`src/pkg/modem_test_pkg.sv`:
```
// Package for the modem test generator and receive-state control block.
// Assumes a single 10 MHz modem clock and a plain strobe register port.
package modem_test_pkg;

  // ---------------------------------------------------------------
  // Register map (byte addresses)
  // ---------------------------------------------------------------
  localparam logic [15:0] RNG_SEED_ADDR           = 16'h2263;
  localparam logic [15:0] TEST_PACKET_LENGTH_ADDR = 16'h226D;
  localparam logic [15:0] TONE_FREQUENCY_ADDR     = 16'h226E;
  localparam logic [15:0] MODEM_STATE_STATUS_ADDR = 16'h2270;
  localparam logic [15:0] TEST_CONTROL_ADDR       = 16'h2280;

  // ---------------------------------------------------------------
  // Reset values and field positions
  // ---------------------------------------------------------------
  localparam logic [7:0]  RNG_SEED_RESET     = 8'h01;
  localparam logic [7:0]  PKT_LEN_RESET      = 8'h01;
  localparam logic [7:0]  TONE_STEP_RESET    = 8'h04;
  localparam logic [4:0]  GAP_RESET          = 5'h1F;
  localparam int          LOCK_BIT           = 7;
  localparam int          RX_FIELD_LSB       = 4;
  localparam logic [6:0]  PKT_LEN_MIN        = 7'h01;
  localparam logic [6:0]  PKT_LEN_MAX        = 7'h7F;
  localparam logic [15:0] CRC_POLY           = 16'h1021;
  localparam logic [7:0]  DAC_MID            = 8'h80;

  // ---------------------------------------------------------------
  // Timing
  // ---------------------------------------------------------------
  localparam int CLK_MHZ        = 10;
  localparam int SYMBOL_US      = 16;
  localparam int SYMBOL_CYCLES  = SYMBOL_US * CLK_MHZ;
  localparam int HEADER_SYMBOLS = 12;  // preamble, delimiter, length
  localparam int PKT_MIN_US     = 256;
  localparam int PKT_MAX_US     = 4256;

  // ---------------------------------------------------------------
  // Types
  // ---------------------------------------------------------------
  typedef enum logic [2:0] {
    RX_IDLE, RX_PACKET_DETECT, RX_TIMING_WAIT, RX_COARSE_ONE,
    RX_COARSE_TWO, RX_SYMBOL_ONE, RX_SYMBOL_TWO, RX_PACKET_END
  } rx_state_t;

  typedef enum {GEN_IDLE, GEN_PACKET, GEN_GAP} gen_state_t;

  typedef struct packed {
    logic [7:0] iData;
    logic [7:0] qData;
  } dac_sample_t;

endpackage

```
`src/verilog/sync_fifo.sv`:
```
// Synchronous FIFO with valid and ready on both sides.
// Assumes one clock; depth is a power of two.
`timescale 1ns/1ns
module sync_fifo #(
  parameter int WIDTH = 4,
  parameter int DEPTH = 8
) (
  // Clock and reset
  input  wire logic             clk,
  input  wire logic             arst_n,
  // Fill side
  input  wire logic             inValid,
  output logic                  inReady,
  input  wire logic [WIDTH-1:0] inData,
  // Drain side
  output logic                  outValid,
  input  wire logic             outReady,
  output logic [WIDTH-1:0]      outData
);
  localparam int AW = $clog2(DEPTH);
  logic [WIDTH-1:0] mem [DEPTH];
  logic [AW:0]      wrPtr_q;
  logic [AW:0]      rdPtr_q;
  logic             push;
  logic             pop;

  // Full when pointers differ only in wrap bit
  assign inReady  = (wrPtr_q ^ rdPtr_q) != {1'b1, {AW{1'b0}}};
  assign outValid = wrPtr_q != rdPtr_q;
  assign push     = inValid && inReady;
  assign pop      = outValid && outReady;
  assign outData  = mem[rdPtr_q[AW-1:0]];

  // Storage, no reset needed
  always_ff @(posedge clk) begin
    if (push) begin
      mem[wrPtr_q[AW-1:0]] <= inData;
    end
  end

  // Pointers
  always_ff @(posedge clk or negedge arst_n) begin
    if (!arst_n) begin
      wrPtr_q <= '0;
      rdPtr_q <= '0;
    end else begin
      if (push) wrPtr_q <= wrPtr_q + 1'b1;
      if (pop)  rdPtr_q <= rdPtr_q + 1'b1;
    end
  end
endmodule

```
`src/verilog/modem_test_gen.sv`:
```
// Test generator: random symbols, test packets, single tone, rx state control.
// Assumes the modulator pulls symbols with symReady; DAC runs on clk.
`timescale 1ns/1ns

module modem_test_gen
  import modem_test_pkg::*;
#(
  parameter int FIFO_DEPTH = 8
) (
  // Clock and reset
  input  wire logic        clk,
  input  wire logic        arst_n,
  // Register port
  input  wire logic [15:0] regAddr,
  input  wire logic [7:0]  regWdata,
  input  wire logic        regWrite,
  input  wire logic        regRead,
  output logic [7:0]       regRdata,
  // Demodulator state machine
  input  wire rx_state_t   rxStateNext,
  output rx_state_t        rxState,
  output logic             rxForce,
  // Symbol stream to modulator
  output logic             symValid,
  input  wire logic        symReady,
  output logic [3:0]       symData,
  output logic             pktActive,
  // DAC samples
  output dac_sample_t      dacSample
);

  // ---------------------------------------------------------------
  // Register map
  // ---------------------------------------------------------------
  // 0x2263  seed       8-bit start value of the random generator; zero
  //                    pins the shift structure at zero, so keep it nonzero
  // 0x226D  length     [6:0] payload bytes; 0 is stored as 1
  // 0x226E  tone step  phase increment; values below 4 are stored as 4
  // 0x2270  status     [7] lock, active low; [6:4] receive state field
  // 0x2280  control    [0] generator on, [1] tone on, [3:2] I route,
  //                    [5:4] Q route, [7:6] nonzero loads gap {bits, 111}
  // Route codes: 0 cosine, 1 sine, 2 and 3 hold the line at mid-scale.
  // Reads of control show packet activity in bit 7; bit 6 reads zero.
  // Read data is zero in every cycle after one without a read strobe, so a stale
  // value can never be taken for an answer.
  // Unmapped addresses read zero and ignore writes.
  //
  // Receive-state codes
  //   000 idle after reset
  //   001 waiting for a packet
  //   010 waiting for timing synchronisation
  //   011 coarse offset, first stage
  //   100 coarse offset, second stage
  //   101 to 111 later demodulator stages, pinned by the lock like the others
  // With the lock low the reported state is pinned to the field one
  // clock after the write; with it high the field is only a record.

  // ---------------------------------------------------------------
  // Registers
  // ---------------------------------------------------------------
  logic [7:0]  seed_q;
  logic [6:0]  pktLen_q;
  logic [7:0]  toneStep_q;
  logic        lockN_q;
  rx_state_t   rxField_q;
  rx_state_t   rxState_q;
  logic        genEn_q;
  logic        toneEn_q;
  logic [1:0]  routeI_q;
  logic [1:0]  routeQ_q;
  logic [4:0]  gap_q;
  logic [6:0]  lenClamp;

  // A zero length clamps to PKT_LEN_MIN; bit 7 of the written byte is dropped, not clamped
  always_comb begin
    lenClamp = regWdata[6:0];
    if (lenClamp < PKT_LEN_MIN) lenClamp = PKT_LEN_MIN;
  end

  // Software writes
  always_ff @(posedge clk or negedge arst_n) begin
    if (!arst_n) begin
      seed_q     <= RNG_SEED_RESET;
      pktLen_q   <= PKT_LEN_RESET[6:0];
      toneStep_q <= TONE_STEP_RESET;
      lockN_q    <= 1'b1;
      rxField_q  <= RX_IDLE;
      genEn_q    <= 1'b0;
      toneEn_q   <= 1'b0;
      routeI_q   <= 2'h0;
      routeQ_q   <= 2'h1;
      gap_q      <= GAP_RESET;
    end else if (regWrite) begin
      unique case (regAddr)
        RNG_SEED_ADDR:           seed_q <= regWdata;
        TEST_PACKET_LENGTH_ADDR: pktLen_q <= lenClamp;
        TONE_FREQUENCY_ADDR: begin
          // Below 4 the tone would fall under 1/256 of fDAC
          toneStep_q <= (regWdata < 8'h04) ? 8'h04 : regWdata;
        end
        MODEM_STATE_STATUS_ADDR: begin
          lockN_q   <= regWdata[LOCK_BIT];
          rxField_q <= rx_state_t'(regWdata[RX_FIELD_LSB +: 3]);
        end
        TEST_CONTROL_ADDR: begin
          genEn_q  <= regWdata[0];
          toneEn_q <= regWdata[1];
          routeI_q <= regWdata[3:2];
          routeQ_q <= regWdata[5:4];
          gap_q    <= regWdata[7:6] == 2'h0 ? gap_q : {regWdata[7:6], 3'h7};
        end
        default: ;
      endcase
    end
  end

  // ---------------------------------------------------------------
  // Demodulator state lock-up
  // ---------------------------------------------------------------
  // Locked: held at the recorded field; free: follows the demodulator
  always_ff @(posedge clk or negedge arst_n) begin
    if (!arst_n) begin
      rxState_q <= RX_IDLE;
    end else if (!lockN_q) begin
      rxState_q <= rxField_q;
    end else begin
      rxState_q <= rxStateNext;
    end
  end
  assign rxState = rxState_q;
  assign rxForce = !lockN_q;

  // Read data, one cycle after the strobe
  always_ff @(posedge clk or negedge arst_n) begin
    if (!arst_n) begin
      regRdata <= 8'h00;
    end else if (regRead) begin
      unique case (regAddr)
        RNG_SEED_ADDR:           regRdata <= seed_q;
        TEST_PACKET_LENGTH_ADDR: regRdata <= {1'b0, pktLen_q};
        TONE_FREQUENCY_ADDR:     regRdata <= toneStep_q;
        MODEM_STATE_STATUS_ADDR: regRdata <= {lockN_q, rxState_q, 4'h0};
        TEST_CONTROL_ADDR: begin
          regRdata <= {pktActive, 1'b0, routeQ_q, routeI_q, toneEn_q, genEn_q};
        end
        default:                 regRdata <= 8'h00;
      endcase
    end else begin
      regRdata <= 8'h00;
    end
  end
  // ---------------------------------------------------------------
  // Random generator
  // ---------------------------------------------------------------
  logic [15:0] crc_q;
  logic [15:0] crcNext;
  logic        fifoReady;
  logic        genSym;

  // Four serial CRC steps per symbol
  always_comb begin
    crcNext = crc_q;
    for (int i = 0; i < 4; i++) begin
      crcNext = crcNext[15] ? ((crcNext << 1) ^ CRC_POLY) : (crcNext << 1);
    end
  end

  // The generator reloads only while idle, not in the gaps, so every burst of
  // packets starts from the same sequence for a given seed. A zero
  // seed keeps the register at zero and yields constant symbols.
  // Seed reload whenever the generator is idle; zero seed is software's fault
  always_ff @(posedge clk or negedge arst_n) begin
    if (!arst_n) begin
      crc_q <= 16'h0001;
    end else if (!pktActive) begin
      crc_q <= {seed_q, seed_q};
    end else if (genSym) begin
      crc_q <= crcNext;
    end
  end

  // ---------------------------------------------------------------
  // Packet and gap sequencing
  // ---------------------------------------------------------------
  // A packet is a fixed header of HEADER_SYMBOLS slots plus two slots
  // per payload byte, one slot every SYMBOL_CYCLES clocks. The gap that
  // follows is counted in the same slots, so packet and gap share one
  // grid. Clearing the enable never cuts a packet short: the current
  // packet and its gap always complete, so a measuring receiver never
  // sees a truncated frame.
  // The count needs nine bits: the longest packet has 266 slots.
  gen_state_t  gen_q;
  logic [8:0]  symLeft_q;
  logic [8:0]  symTimer_q;
  logic        symTick;
  logic [4:0]  gapLeft_q;

  // Symbol pacing: one per 16 us, so payload+header sets packet time
  assign symTick = symTimer_q == 9'(SYMBOL_CYCLES - 1);
  always_ff @(posedge clk or negedge arst_n) begin
    if (!arst_n) begin
      symTimer_q <= '0;
    end else if (gen_q == GEN_IDLE || symTick) begin
      symTimer_q <= '0;
    end else begin
      symTimer_q <= symTimer_q + 1'b1;
    end
  end

  // A full FIFO at a tick defers the symbol to the next slot; the pacing timer runs on
  assign genSym = gen_q == GEN_PACKET && symTick && fifoReady;
  assign pktActive = gen_q != GEN_IDLE;

  always_ff @(posedge clk or negedge arst_n) begin
    if (!arst_n) begin
      gen_q     <= GEN_IDLE;
      symLeft_q <= '0;
      gapLeft_q <= '0;
    end else begin
      unique case (gen_q)
        GEN_IDLE: if (genEn_q) begin
          gen_q     <= GEN_PACKET;
          // Two symbols per byte plus header: 224 us to 4256 us
          symLeft_q <= 9'(HEADER_SYMBOLS) + {1'b0, pktLen_q, 1'b0} - 9'h001;
        end
        GEN_PACKET: if (genSym) begin
          if (symLeft_q == 9'h000) begin
            gen_q     <= GEN_GAP;
            gapLeft_q <= gap_q;
          end else begin
            symLeft_q <= symLeft_q - 9'h001;
          end
        end
        GEN_GAP: if (symTick || gapLeft_q == 5'h00) begin
          if (gapLeft_q == 5'h00) begin
            gen_q <= genEn_q ? GEN_PACKET : GEN_IDLE;
            symLeft_q <= 9'(HEADER_SYMBOLS) + {1'b0, pktLen_q, 1'b0} - 9'h001;
          end else begin
            gapLeft_q <= gapLeft_q - 5'h01;
          end
        end
      endcase
    end
  end

  // Symbol FIFO toward the modulator
  sync_fifo #(.WIDTH(4), .DEPTH(FIFO_DEPTH)) symFifo (
    .clk      (clk),
    .arst_n   (arst_n),
    .inValid  (genSym),
    .inReady  (fifoReady),
    .inData   (crc_q[15:12]),
    .outValid (symValid),
    .outReady (symReady),
    .outData  (symData)
  );

  // ---------------------------------------------------------------
  // Single-tone generator
  // ---------------------------------------------------------------
  logic [9:0] phase_q;
  logic [7:0] cosVal;
  logic [7:0] sinVal;

  // The accumulator wraps at 1024, so the tone period is 1024/step
  // clocks; steps that do not divide 1024 give a slightly jittered
  // tone, the price of a table with no interpolation.
  // Phase step per DAC clock: f = fDAC * step / 1024
  always_ff @(posedge clk or negedge arst_n) begin
    if (!arst_n) begin
      phase_q <= '0;
    end else if (toneEn_q) begin
      phase_q <= phase_q + {2'b00, toneStep_q};
    end else begin
      phase_q <= '0;
    end
  end

  // Coarse quarter-wave sine, offset binary around mid-scale
  function automatic logic [7:0] wave(input logic [9:0] ph);
    logic [7:0] idx;
    logic [6:0] mag;
    idx = ph[8] ? ~ph[7:0] : ph[7:0];
    mag = (idx[7:6] == 2'h3) ? 7'h7F : {idx[7:6], idx[7:3]} + 7'(idx[7:2]);
    return ph[9] ? DAC_MID - {1'b0, mag} : DAC_MID + {1'b0, mag};
  endfunction
  assign sinVal = wave(phase_q);
  assign cosVal = wave(phase_q + 10'h100);

  // Route: 0 cos, 1 sin, other mid-scale
  function automatic logic [7:0] pick(input logic [1:0] r, input logic [7:0] c,
                                      input logic [7:0] s);
    return r == 2'h0 ? c : (r == 2'h1 ? s : DAC_MID);
  endfunction

  always_ff @(posedge clk or negedge arst_n) begin
    if (!arst_n) begin
      dacSample <= '{iData: 8'h80, qData: 8'h80};
    end else if (toneEn_q) begin
      dacSample.iData <= pick(routeI_q, cosVal, sinVal);
      dacSample.qData <= pick(routeQ_q, cosVal, sinVal);
    end else begin
      dacSample <= '{iData: DAC_MID, qData: DAC_MID};
    end
  end
endmodule

```
`config.mk`:
```
export PLATFORM = sky130hd
export DESIGN_NAME = modem_test_gen
export DESIGN_NICKNAME = d
export VERILOG_FILES = /design/src/pkg/modem_test_pkg.sv /design/src/verilog/sync_fifo.sv /design/src/verilog/modem_test_gen.sv
export SDC_FILE = /design/constraint.sdc
export NUM_CORES = 1
export LEC_CHECK = 0
export BUFFER_PORTS_ARGS = -buffer_cell sky130_fd_sc_hd__clkbuf_2
export CAP_MARGIN = 20
export CORE_MARGIN = 10
export CORE_UTILIZATION = 61
export DETAILED_ROUTE_END_ITERATION = 8
export PLACE_DENSITY = 0.81
export RECOVER_POWER = 25
export SLEW_MARGIN = 20
export SYNTH_ARGS = -nofsm -noshare
export SYNTH_HDL_FRONTEND = slang
export SYNTH_HIERARCHICAL = 1
export SYNTH_SLANG_ARGS = --single-unit
```
`constraint.sdc`:
```
create_clock -name clk -period 3.6 [get_ports clk]
set_input_delay 0.18 -clock clk [delete_from_list [all_inputs] [get_ports clk]]
set_output_delay 0.18 -clock clk [all_outputs]
set_load 0.03 [all_outputs]
```
==> results of run 1 <==
[kinds of logic (layout without fill, tap and decap cells)]
logic type | count (synthesis) | after routing | synth area share
and+or+nand+nor | 257 | 257 | 0.160
AOI/OAI and AO/OA | 183 | 183 | 0.155
DFF | 153 | 153 | 0.478
buffers and inverters | 59 | 140 | 0.0309
xor gates and xnor gates | 53 | 53 | 0.0591
muxes | 49 | 49 | 0.0765
adders and majority gates | 26 | 26 | 0.0398
[layer usage]
| layer | vias up | wire length, µm | GRT usage | share of wire |
|---|---|---|---|---|
| li1 | 3019 | - | - | - |
| met1 | 3193 | 8590 | 0.277 | 0.43 |
| met2 | 266 | 9560 | 0.345 | 0.48 |
| met3 | 38 | 1280 | 0.0561 | 0.065 |
| met4 | 0 | 420 | 0.0814 | 0.021 |
| met5 | - | 0 | 0 | 0 |
[flip-flops by register name (all words and copies together) (netlist names), 2 cells and up]
name	flops
rxField_q	3
gapLeft_q	5
symTimer_q	9
toneStep_q	8
seed_q	8
phase_q	10
rxState	3
crc_q	16
routeQ_q	2
symFifo/rdPtr_q	4
gap_q	2
pktLen_q	7
dacSample	16
symLeft_q	9
gen_q	2
routeI_q	2
symFifo/mem	32
regRdata	8
symFifo/wrPtr_q	4
[how the worst max path moves through the flow]
stage | end | slack, ps | startpoint | cells past startpoint
floorplan | dacSample[7] | 400 | phase_q[8] | 12
global placement | dacSample[14] | 490 | phase_q[8] | 11
detailed placement | dacSample[13] | 330 | phase_q[8] | 12
CTS | dacSample[13] | 240 | phase_q[8] | 12
global route | dacSample[13] | 140 | phase_q[8] | 12
finish | dacSample[13] | 360 | phase_q[8] | 11
[layout make-up]
| type | instances | area [µm²] | area share |
|---|---|---|---|
| clock buffers | 22 | 464 | 0.0491 |
| flip-flops and latches | 153 | 4000 | 0.423 |
| inverters | 27 | 101 | 0.0107 |
| well taps | 176 | 220 | 0.0233 |
| multi-input cells | 568 | 4120 | 0.435 |
| repair buffers | 81 | 455 | 0.0482 |
| clock inverters | 10 | 100 | 0.0106 |
[repair_timing]
| action | in CTS | in global routing |
|---|---|---|
| setup endpoints to repair | 0 | 2 |
| hold buffers | 4 | 0 |
| hold endpoints to repair | 114 | 0 |
| resized for setup | 0 | 1 |
[where the power goes]
group	internal (mW)	switching, mW	total, mW
Sequential	1.80	0.0799	1.88
Combinational	0.160	0.245	0.405
Clock	1.04	0.670	1.71
Total	3.00	0.995	4.00
[metrics by stage]
step	power [mW]	cell area [µm²]	setup WS (ps)
final	4.00	9460	356
after global routing	4.14	9460	136
after CTS	4.02	9470	239
after detailed placement	2.31	8860	331
after global placement	2.29	8860	486
after floorplan	2.19	8370	403
[worst reg2reg max path, stage by stage (launching register included)]
cell and delay (ps):
dfrtp_1 420, nor2b_1 170, or2_2 320, ha_1 290, ha_1 280, o211ai_1 330, nand3b_4 120, xor2_1 180
or4_4 540, nand3_1 160, or3_1 130, o311ai_0 130
[placed cells by master, fill, tap and decap left out, drive strengths merged, types with 9 or more instances in the layout]
cell and instances:
a211oi 9, a21o 10, a21oi 48, a221o 15, and2 17, buf 12, clkbuf 87, dfrtp 111
dfstp 10, edfxtp 32, ha 25, inv 27, mux2 40, nand2 65, nand2b 14, nand3 19
nor2 64, nor2b 13, nor3 14, o21ai 32, or3 13, xnor2 28, xor2 25
==> impl_metrics.toml, run 1 <==
[run_status]
outcome = "complete, but fails checks"
violations = "max-capacitance violations, max-slew violations"

[synthesis]
synth_most_common_cell = "dfrtp_1"
netlist.area_leader.share = 0.332
synth-edff-count = 32
syn_nets = 838
synth-seq-area-share = 0.478
synth_area_leader_cell = "dfrtp_1"
synth_warnings = 6
synthTopCellsByCount = "111 x dfrtp_1, 64 x nand2_1, 64 x nor2_1"
syn_inst = 780
synth.distinct_cells = 83
syn_area_per_cell_um2 = 10.7
synthFlopType = "dfrtp_1"
async_flop_share = 0.791
synth_area_leaders = "dfrtp_1 33%, edfxtp_1 11%, mux2_2 5.2%"
syn_area_um2 = 8370
ys_seq_elements = 153

[floorplanning]
die_area_um2 = 18800
coreArea_um2 = 13300
die_y_um = 137
initial_utilization = 0.627
num_rows = 42
die_x_um = 137
io-pin-count = 66

[placement]
dp_hpwl_um = 14100
place_inst = 1001
place_congestion = 0.859
port-buffer-count = 65

[drt]
drtIter0Drc = 765
routed_wirelength_um = 19900
drc = 0
antenna_left = 0
route.vias.total = 6516
route.detailed.wl_per_inst_um = 19.1
dr.pass1.iters = 5
routed_via_density = 6.28

[cells_and_area]
final_core_util = 0.709
drive_gt1_frac = 0.209
antennaDiodeCount = 0
finalNetCount = 906
fillers = 923
area_growth_pct = 13.0
fin_cells = 1037

[worst_setup_path]
cp_cell_sequence = "nor2b_1, or2_2, ha_1, ha_1, o211ai_1, nand3b_4, xor2_1, or4_4, nand3_1, or3_1, o311ai_0"
startpoint_type = "register"
crit_family = "simple AND/OR/NAND/NOR gates"
worst_path_largest_cell_delay_ps = 540
endpoint_kind = "register"
r2r_end = "dacSample[13]"
timing.rr.start = "phase_q[8]"
critPathArrivalTime_ps = 3500
path_common_cell = "ha_1"
r2r_cells = 11
worst-setup-path-type = "register to register"
r2r_setup_slack_ps = 360
cp_slowest_cell = "or4_4"
path_max_fanout = 8
path_buf_inv = 0
cp.required_ps = 3850

[cts]
cts_buffers = 17
clkTransAtPathRegs_ps = 60
root_buffer = "clkbuf_16"
cts_buffer_depth = 2
htreeDepth = 4
clk_latency_ps = 420
cts_setup_buffers = 0
cts_tree = "yes"
clock-sinks = 153

[worst_hold_path]
holdPathEnd = "toneStep_q[1]"
hold_depth = 3
min_path_type = "input port to register"
min_from = "regWdata[1]"

[timing]
relSlewSlack = -0.730
fmax_ghz = 0.308
rsz0062_at_grt = "false"
hold-worst-slack_ps = 66.6
fin_tns_setup_ps = 0
slew_viol_final = 122
worst_pin_slew_ps = 2600
finalSetupViolations = 0
hold_violations = 0
skew_ps = 7.25
period_needed_ps = 3240
post-route-period-util = 0.901

[grt]
overflow = 0
grt_pass1_wl_um = 32700
grt_max_degree = 122
grt_pass1_vias = 6553
antenna_found_initial = 0
gr-usage-all-layers = 0.216

[flow_run]
cap_viol_max_count = 1

[power_and_ir_drop]
powerDensity_nw_per_um2 = 423
p_leak_nw = 4.16
vdd_drop_max_v = 0.000386
Note: power is estimated with default switching activity, not from simulation.
==> run 2: changes to the inputs <==
--- a/config.mk
+++ b/config.mk
@@ -10,7 +10,7 @@
 export CORE_MARGIN = 10
 export CORE_UTILIZATION = 61
 export DETAILED_ROUTE_END_ITERATION = 8
-export PLACE_DENSITY = 0.81
+export PLACE_DENSITY = 0.91
 export RECOVER_POWER = 25
 export SLEW_MARGIN = 20
 export SYNTH_ARGS = -nofsm -noshare
==> impl_metrics.toml, run 2 (synthesis results as in run 1) <==
[worst_setup_path]
endpoint_kind = "register"
critPathArrivalTime_ps = 3720
startpoint_type = "register"
r2r_cells = 12
cp.required_ps = 3890
worst-setup-path-type = "register to register"
path_max_fanout = 14

[floorplanning]
io-pin-count = 66
coreArea_um2 = 13300
die_area_um2 = 18800
initial_utilization = 0.627
num_rows = 42
die_y_um = 137
die_x_um = 137

[placement]
place_congestion = 0.899
port-buffer-count = 65
place_inst = 1003
dp_hpwl_um = 14300

[power_and_ir_drop]
power_mw = 4.33
p_leak_nw = 4.24
vdd_drop_max_v = 0.000307
powerDensity_nw_per_um2 = 451

[timing]
slew_viol_final = 70
finalSetupViolations = 0
relSlewSlack = -0.154
period_needed_ps = 3430
rsz0062_at_grt = "false"
skew_ps = 6.04
worst_pin_slew_ps = 1730
fmax_ghz = 0.291
hold_violations = 0
fin_tns_setup_ps = 0
post-route-period-util = 0.954

[grt]
grt_pass1_vias = 6452
grt_max_degree = 70
overflow = 0
gr-usage-all-layers = 0.224
antenna_found_initial = 0
grt_pass1_wl_um = 33400

[cells_and_area]
finalNetCount = 908
fillers = 909
final_common_cell = "dfrtp_1"
drive_gt1_frac = 0.216
antennaDiodeCount = 0
multi_input_area_um2 = 4110
area_growth_pct = 14.6
fin_cells = 1039
regArea_um2 = 4000
most-common-layout-cells = "111 x dfrtp_1, 65 x clkbuf_2, 64 x nand2_1, 64 x nor2_1, 48 x a21oi_1"
largest_reg_flops = 32

[drt]
route.detailed.wl_per_inst_um = 19.7
antenna_left = 0
route.vias.total = 6552
routed_via_density = 6.31
dr.pass1.iters = 6
routed_wirelength_um = 20500
drc = 0
drtIter0Drc = 664

[cts]
clock-sinks = 153
root_buffer = "clkbuf_16"
htreeDepth = 4
cts_tree = "yes"
clk_latency_ps = 430
clkTransAtPathRegs_ps = 60
cts_buffer_depth = 2
cts_buffers = 17
ctsResizeCount = 0

[worst_hold_path]
hold_depth = 3
min_path_type = "input port to register"

[run_status]
outcome = "complete, but fails checks"
violations = "max-capacitance violations, max-slew violations"

[flow_run]
cap_viol_max_count = 1
[run 2: cell types whose count changed in the layout (fill, tap and decap cells not counted), sizes merged]
cell,change
bufinv,+3
inv,+2
clkbuf,-3
clkinv,-1
clkinvlp,-1
buf,+2
[run 2: repair_timing]
item | 4_1_cts | 5_1_grt
buffers inserted | 0 | 0
hold buffers | 4 | 0
hold endpoints to repair | 64 | 0
[run 2: critical path, stage by stage, from the launching register on]
cell	delay [ps]
dfrtp_1	530
nor2b_1	220
or2_2	330
ha_1	290
ha_1	280
inv_1	100
o211ai_1	90
a221oi_1	470
or3_1	220
or4_4	130
nand3_1	130
or3_1	390
o311ai_0	110
[run 2: per-layer routing]
| layer | global-route usage | part of all wire |
|---|---|---|
| met1 | 0.286 | 0.41 |
| met2 | 0.367 | 0.50 |
| met3 | 0.0539 | 0.076 |
| met4 | 0.0749 | 0.016 |
| met5 | 0 | 0 |
[run 2: final timing paths]
check	slack, ps	endpoint	startpoint
setup / recovery	170	dacSample[13]	phase_q[8]
hold / removal	90	toneStep_q[1]	regWdata[1]
setup reg to reg	170	dacSample[13]	phase_q[8]
hold reg to reg	470	symTimer_q[0]	symTimer_q[0]
max in group asynchronous	1600	dacSample[7]	arst_n
min in group asynchronous	760	symLeft_q[3]	arst_n
[run 2: per-stage QoR]
step | setup WS (ps) | hold WS, ps | util | area (µm²)
final | 167 | 85.2 | 0.718 | 9590
after global routing | 6.88 | 78.9 | 0.718 | 9590
after CTS | 203 | 65.1 | 0.719 | 9590
after detailed placement | 220 | 354 | 0.664 | 8860
after global placement | 334 | 350 | 0.664 | 8860
after floorplan | 403 | -116 | - | 8370
[run 2: area by class of cell]
cell class / count / share of cell area
clock inverter: 13 / 0.0219
timing repair buffer: 83 / 0.0491
tap: 176 / 0.0230
sequential: 153 / 0.417
clock buffer: 19 / 0.0496
inverter: 27 / 0.0106
multi-input combinational: 568 / 0.429
[run 2: power by group]
| group | switching, mW | leakage (nW) | total (mW) | internal [mW] |
|---|---|---|---|---|
| Clock | 0.716 | 0.332 | 2.03 | 1.32 |
| Sequential | 0.0821 | 1.87 | 1.88 | 1.80 |
| Combinational | 0.252 | 2.04 | 0.413 | 0.161 |
==> run 3: changes to the inputs <==
--- a/config.mk
+++ b/config.mk
@@ -12,6 +12,7 @@
 export DETAILED_ROUTE_END_ITERATION = 8
 export PLACE_DENSITY = 0.91
 export RECOVER_POWER = 25
+export SETUP_SLACK_MARGIN = 0.3
 export SLEW_MARGIN = 20
 export SYNTH_ARGS = -nofsm -noshare
 export SYNTH_HDL_FRONTEND = slang
==> impl_metrics.toml, run 3 (synthesis results as in run 1) <==
[run_status]
outcome = "complete, but fails checks"
violations = "max-capacitance violations, max-slew violations"

[cells_and_area]
finalNetCount = 910
antennaDiodeCount = 0
fillers = 892
final_common_cell = "dfrtp_1"
largest_reg_flops = 32
most-common-layout-cells = "109 x dfrtp_1, 65 x clkbuf_2, 64 x nand2_1, 64 x nor2_1, 48 x a21oi_1"
fin_area_um2 = 9640
area_growth_pct = 15.1
regArea_um2 = 4000
fin_cells = 1041
final_core_util = 0.722
multi_input_area_um2 = 4140
drive_gt1_frac = 0.227

[worst_setup_path]
worst_path_largest_cell_delay_ps = 540
worst-setup-path-type = "register to register"
cp_cell_sequence = "buf_4, xor2_1, ha_1, and4b_1, a311o_1, nand3b_4, xor2_2, or4_4, nand3_2, or3_1, o311ai_0"
crit_family = "simple AND/OR/NAND/NOR gates"
critPathArrivalTime_ps = 3440
cp.required_ps = 3850
cp_slowest_cell = "or4_4"
startpoint_type = "register"
endpoint_kind = "register"
path_buf_inv = 1
path_max_fanout = 11

[floorplanning]
initial_utilization = 0.627
io-pin-count = 66
num_rows = 42
die_y_um = 137
die_area_um2 = 18800
coreArea_um2 = 13300
die_x_um = 137

[power_and_ir_drop]
vdd_drop_max_v = 0.000307
sw_frac_of_total = 0.243
pwr-share-comb = 0.096
p_leak_nw = 4.24
clkPwrFrac = 0.470
p_switching_mw = 1.05
powerDensity_nw_per_um2 = 449
p_int_mw = 3.28
p_seq_frac = 0.434

[drt]
dr.pass1.iters = 5
drc = 0
antenna_left = 0
route.vias.total = 6604
routed_via_density = 6.34
drtIter0Drc = 726
routed_wirelength_um = 20700
route.detailed.wl_per_inst_um = 19.9

[worst_hold_path]
min_path_type = "input port to register"

[placement]
port-buffer-count = 65
placed_area_um2 = 8860
place_congestion = 0.899
preCtsSetupSlack_ps = 220
place_inst = 1003
dp_hpwl_um = 14300

[timing]
fmax_ghz = 0.314
post-route-period-util = 0.885
period_needed_ps = 3190
hold_violations = 0
fin_tns_setup_ps = 0
rsz0062_at_grt = "false"
slew_viol_final = 70
relSlewSlack = -0.158
fin_ws_ps = 413
skew_ps = 8.15
finalSetupViolations = 0
worst_pin_slew_ps = 1740

[grt]
grt_pass1_vias = 6473
antenna_found_initial = 0
gr-usage-all-layers = 0.226
overflow = 0
grt_pass1_wl_um = 33500
grt_max_degree = 70

[cts]
cts_buffer_depth = 2
root_buffer = "clkbuf_16"
htreeDepth = 4
clock-sinks = 153
clkTransAtPathRegs_ps = 60
cts_tree = "yes"
clk_latency_ps = 430
cts_buffers = 17

[flow_run]
cap_viol_max_count = 1
## run 3: changes by cell type in the layout (fill, tap and decap cells not counted), sizes merged
| cell | previous run | this run |
|---|---|---|
| buf | 14 | 16 |
## run 3: worst paths after layout
path,from,end,slack [ps],depth (start not counted)
max in group asynchronous,arst_n,dacSample[7],1590,3
setup / recovery,phase_q[8],dacSample[13],410,11
hold reg to reg,symTimer_q[0],symTimer_q[0],470,1
min in group asynchronous,arst_n,symLeft_q[3],760,2
hold / removal,regWdata[7],gap_q[4],90,3
setup reg to reg,phase_q[8],dacSample[13],410,11
## run 3: per-layer routing
metal | vias up | wire, µm | global-route usage
li1 | 3017 | - | -
met1 | 3295 | 8610 | 0.287
met2 | 261 | 10400 | 0.368
met3 | 31 | 1390 | 0.0568
met4 | 0 | 340 | 0.0749
met5 | - | 0 | 0
## run 3: area by class of cell
cell class | count | share of cell area
multi-input cells | 568 | 0.430
flip-flops and latches | 153 | 0.415
repair buffers | 85 | 0.0504
clock buffers | 19 | 0.0493
well taps | 176 | 0.0229
clock inverters | 13 | 0.0218
inverters | 27 | 0.0105
## run 3: repair_timing
action                                  4_1_cts  5_1_grt
endpoints found under the setup margin        6        8
pin swaps                                     1        2
hold endpoints to repair                     64        0
hold buffers                                  4        0
gates resized for setup                       1        7
setup buffers                                 2        0
## run 3: power by group through the flow
| stage | Combinational [mW] | Clock [mW] | Sequential, mW |
|---|---|---|---|
| final | 0.414 | 2.03 | 1.88 |
| after global routing | 0.450 | 2.13 | 1.89 |
| after CTS | 0.416 | 2.05 | 1.88 |
| after detailed placement | 0.398 | 0 | 1.91 |
| after global placement | 0.383 | 0 | 1.91 |
| after floorplan | 0.327 | 0 | 1.87 |
## run 3: worst min-delay path: cells and delay by family
family	cells	cell delay, ps
buffers and inverters	1	140
AND/OR/NAND/NOR	2	180
## run 3: through the flow
stage | hold slack [ps] | power [mW]
6_report | 85.8 | 4.33
5_1_grt | 78.9 | 4.46
4_1_cts | 65.1 | 4.35
3_5_place_dp | 354 | 2.31
3_3_place_gp | 350 | 2.29
2_1_floorplan | -116 | 2.19
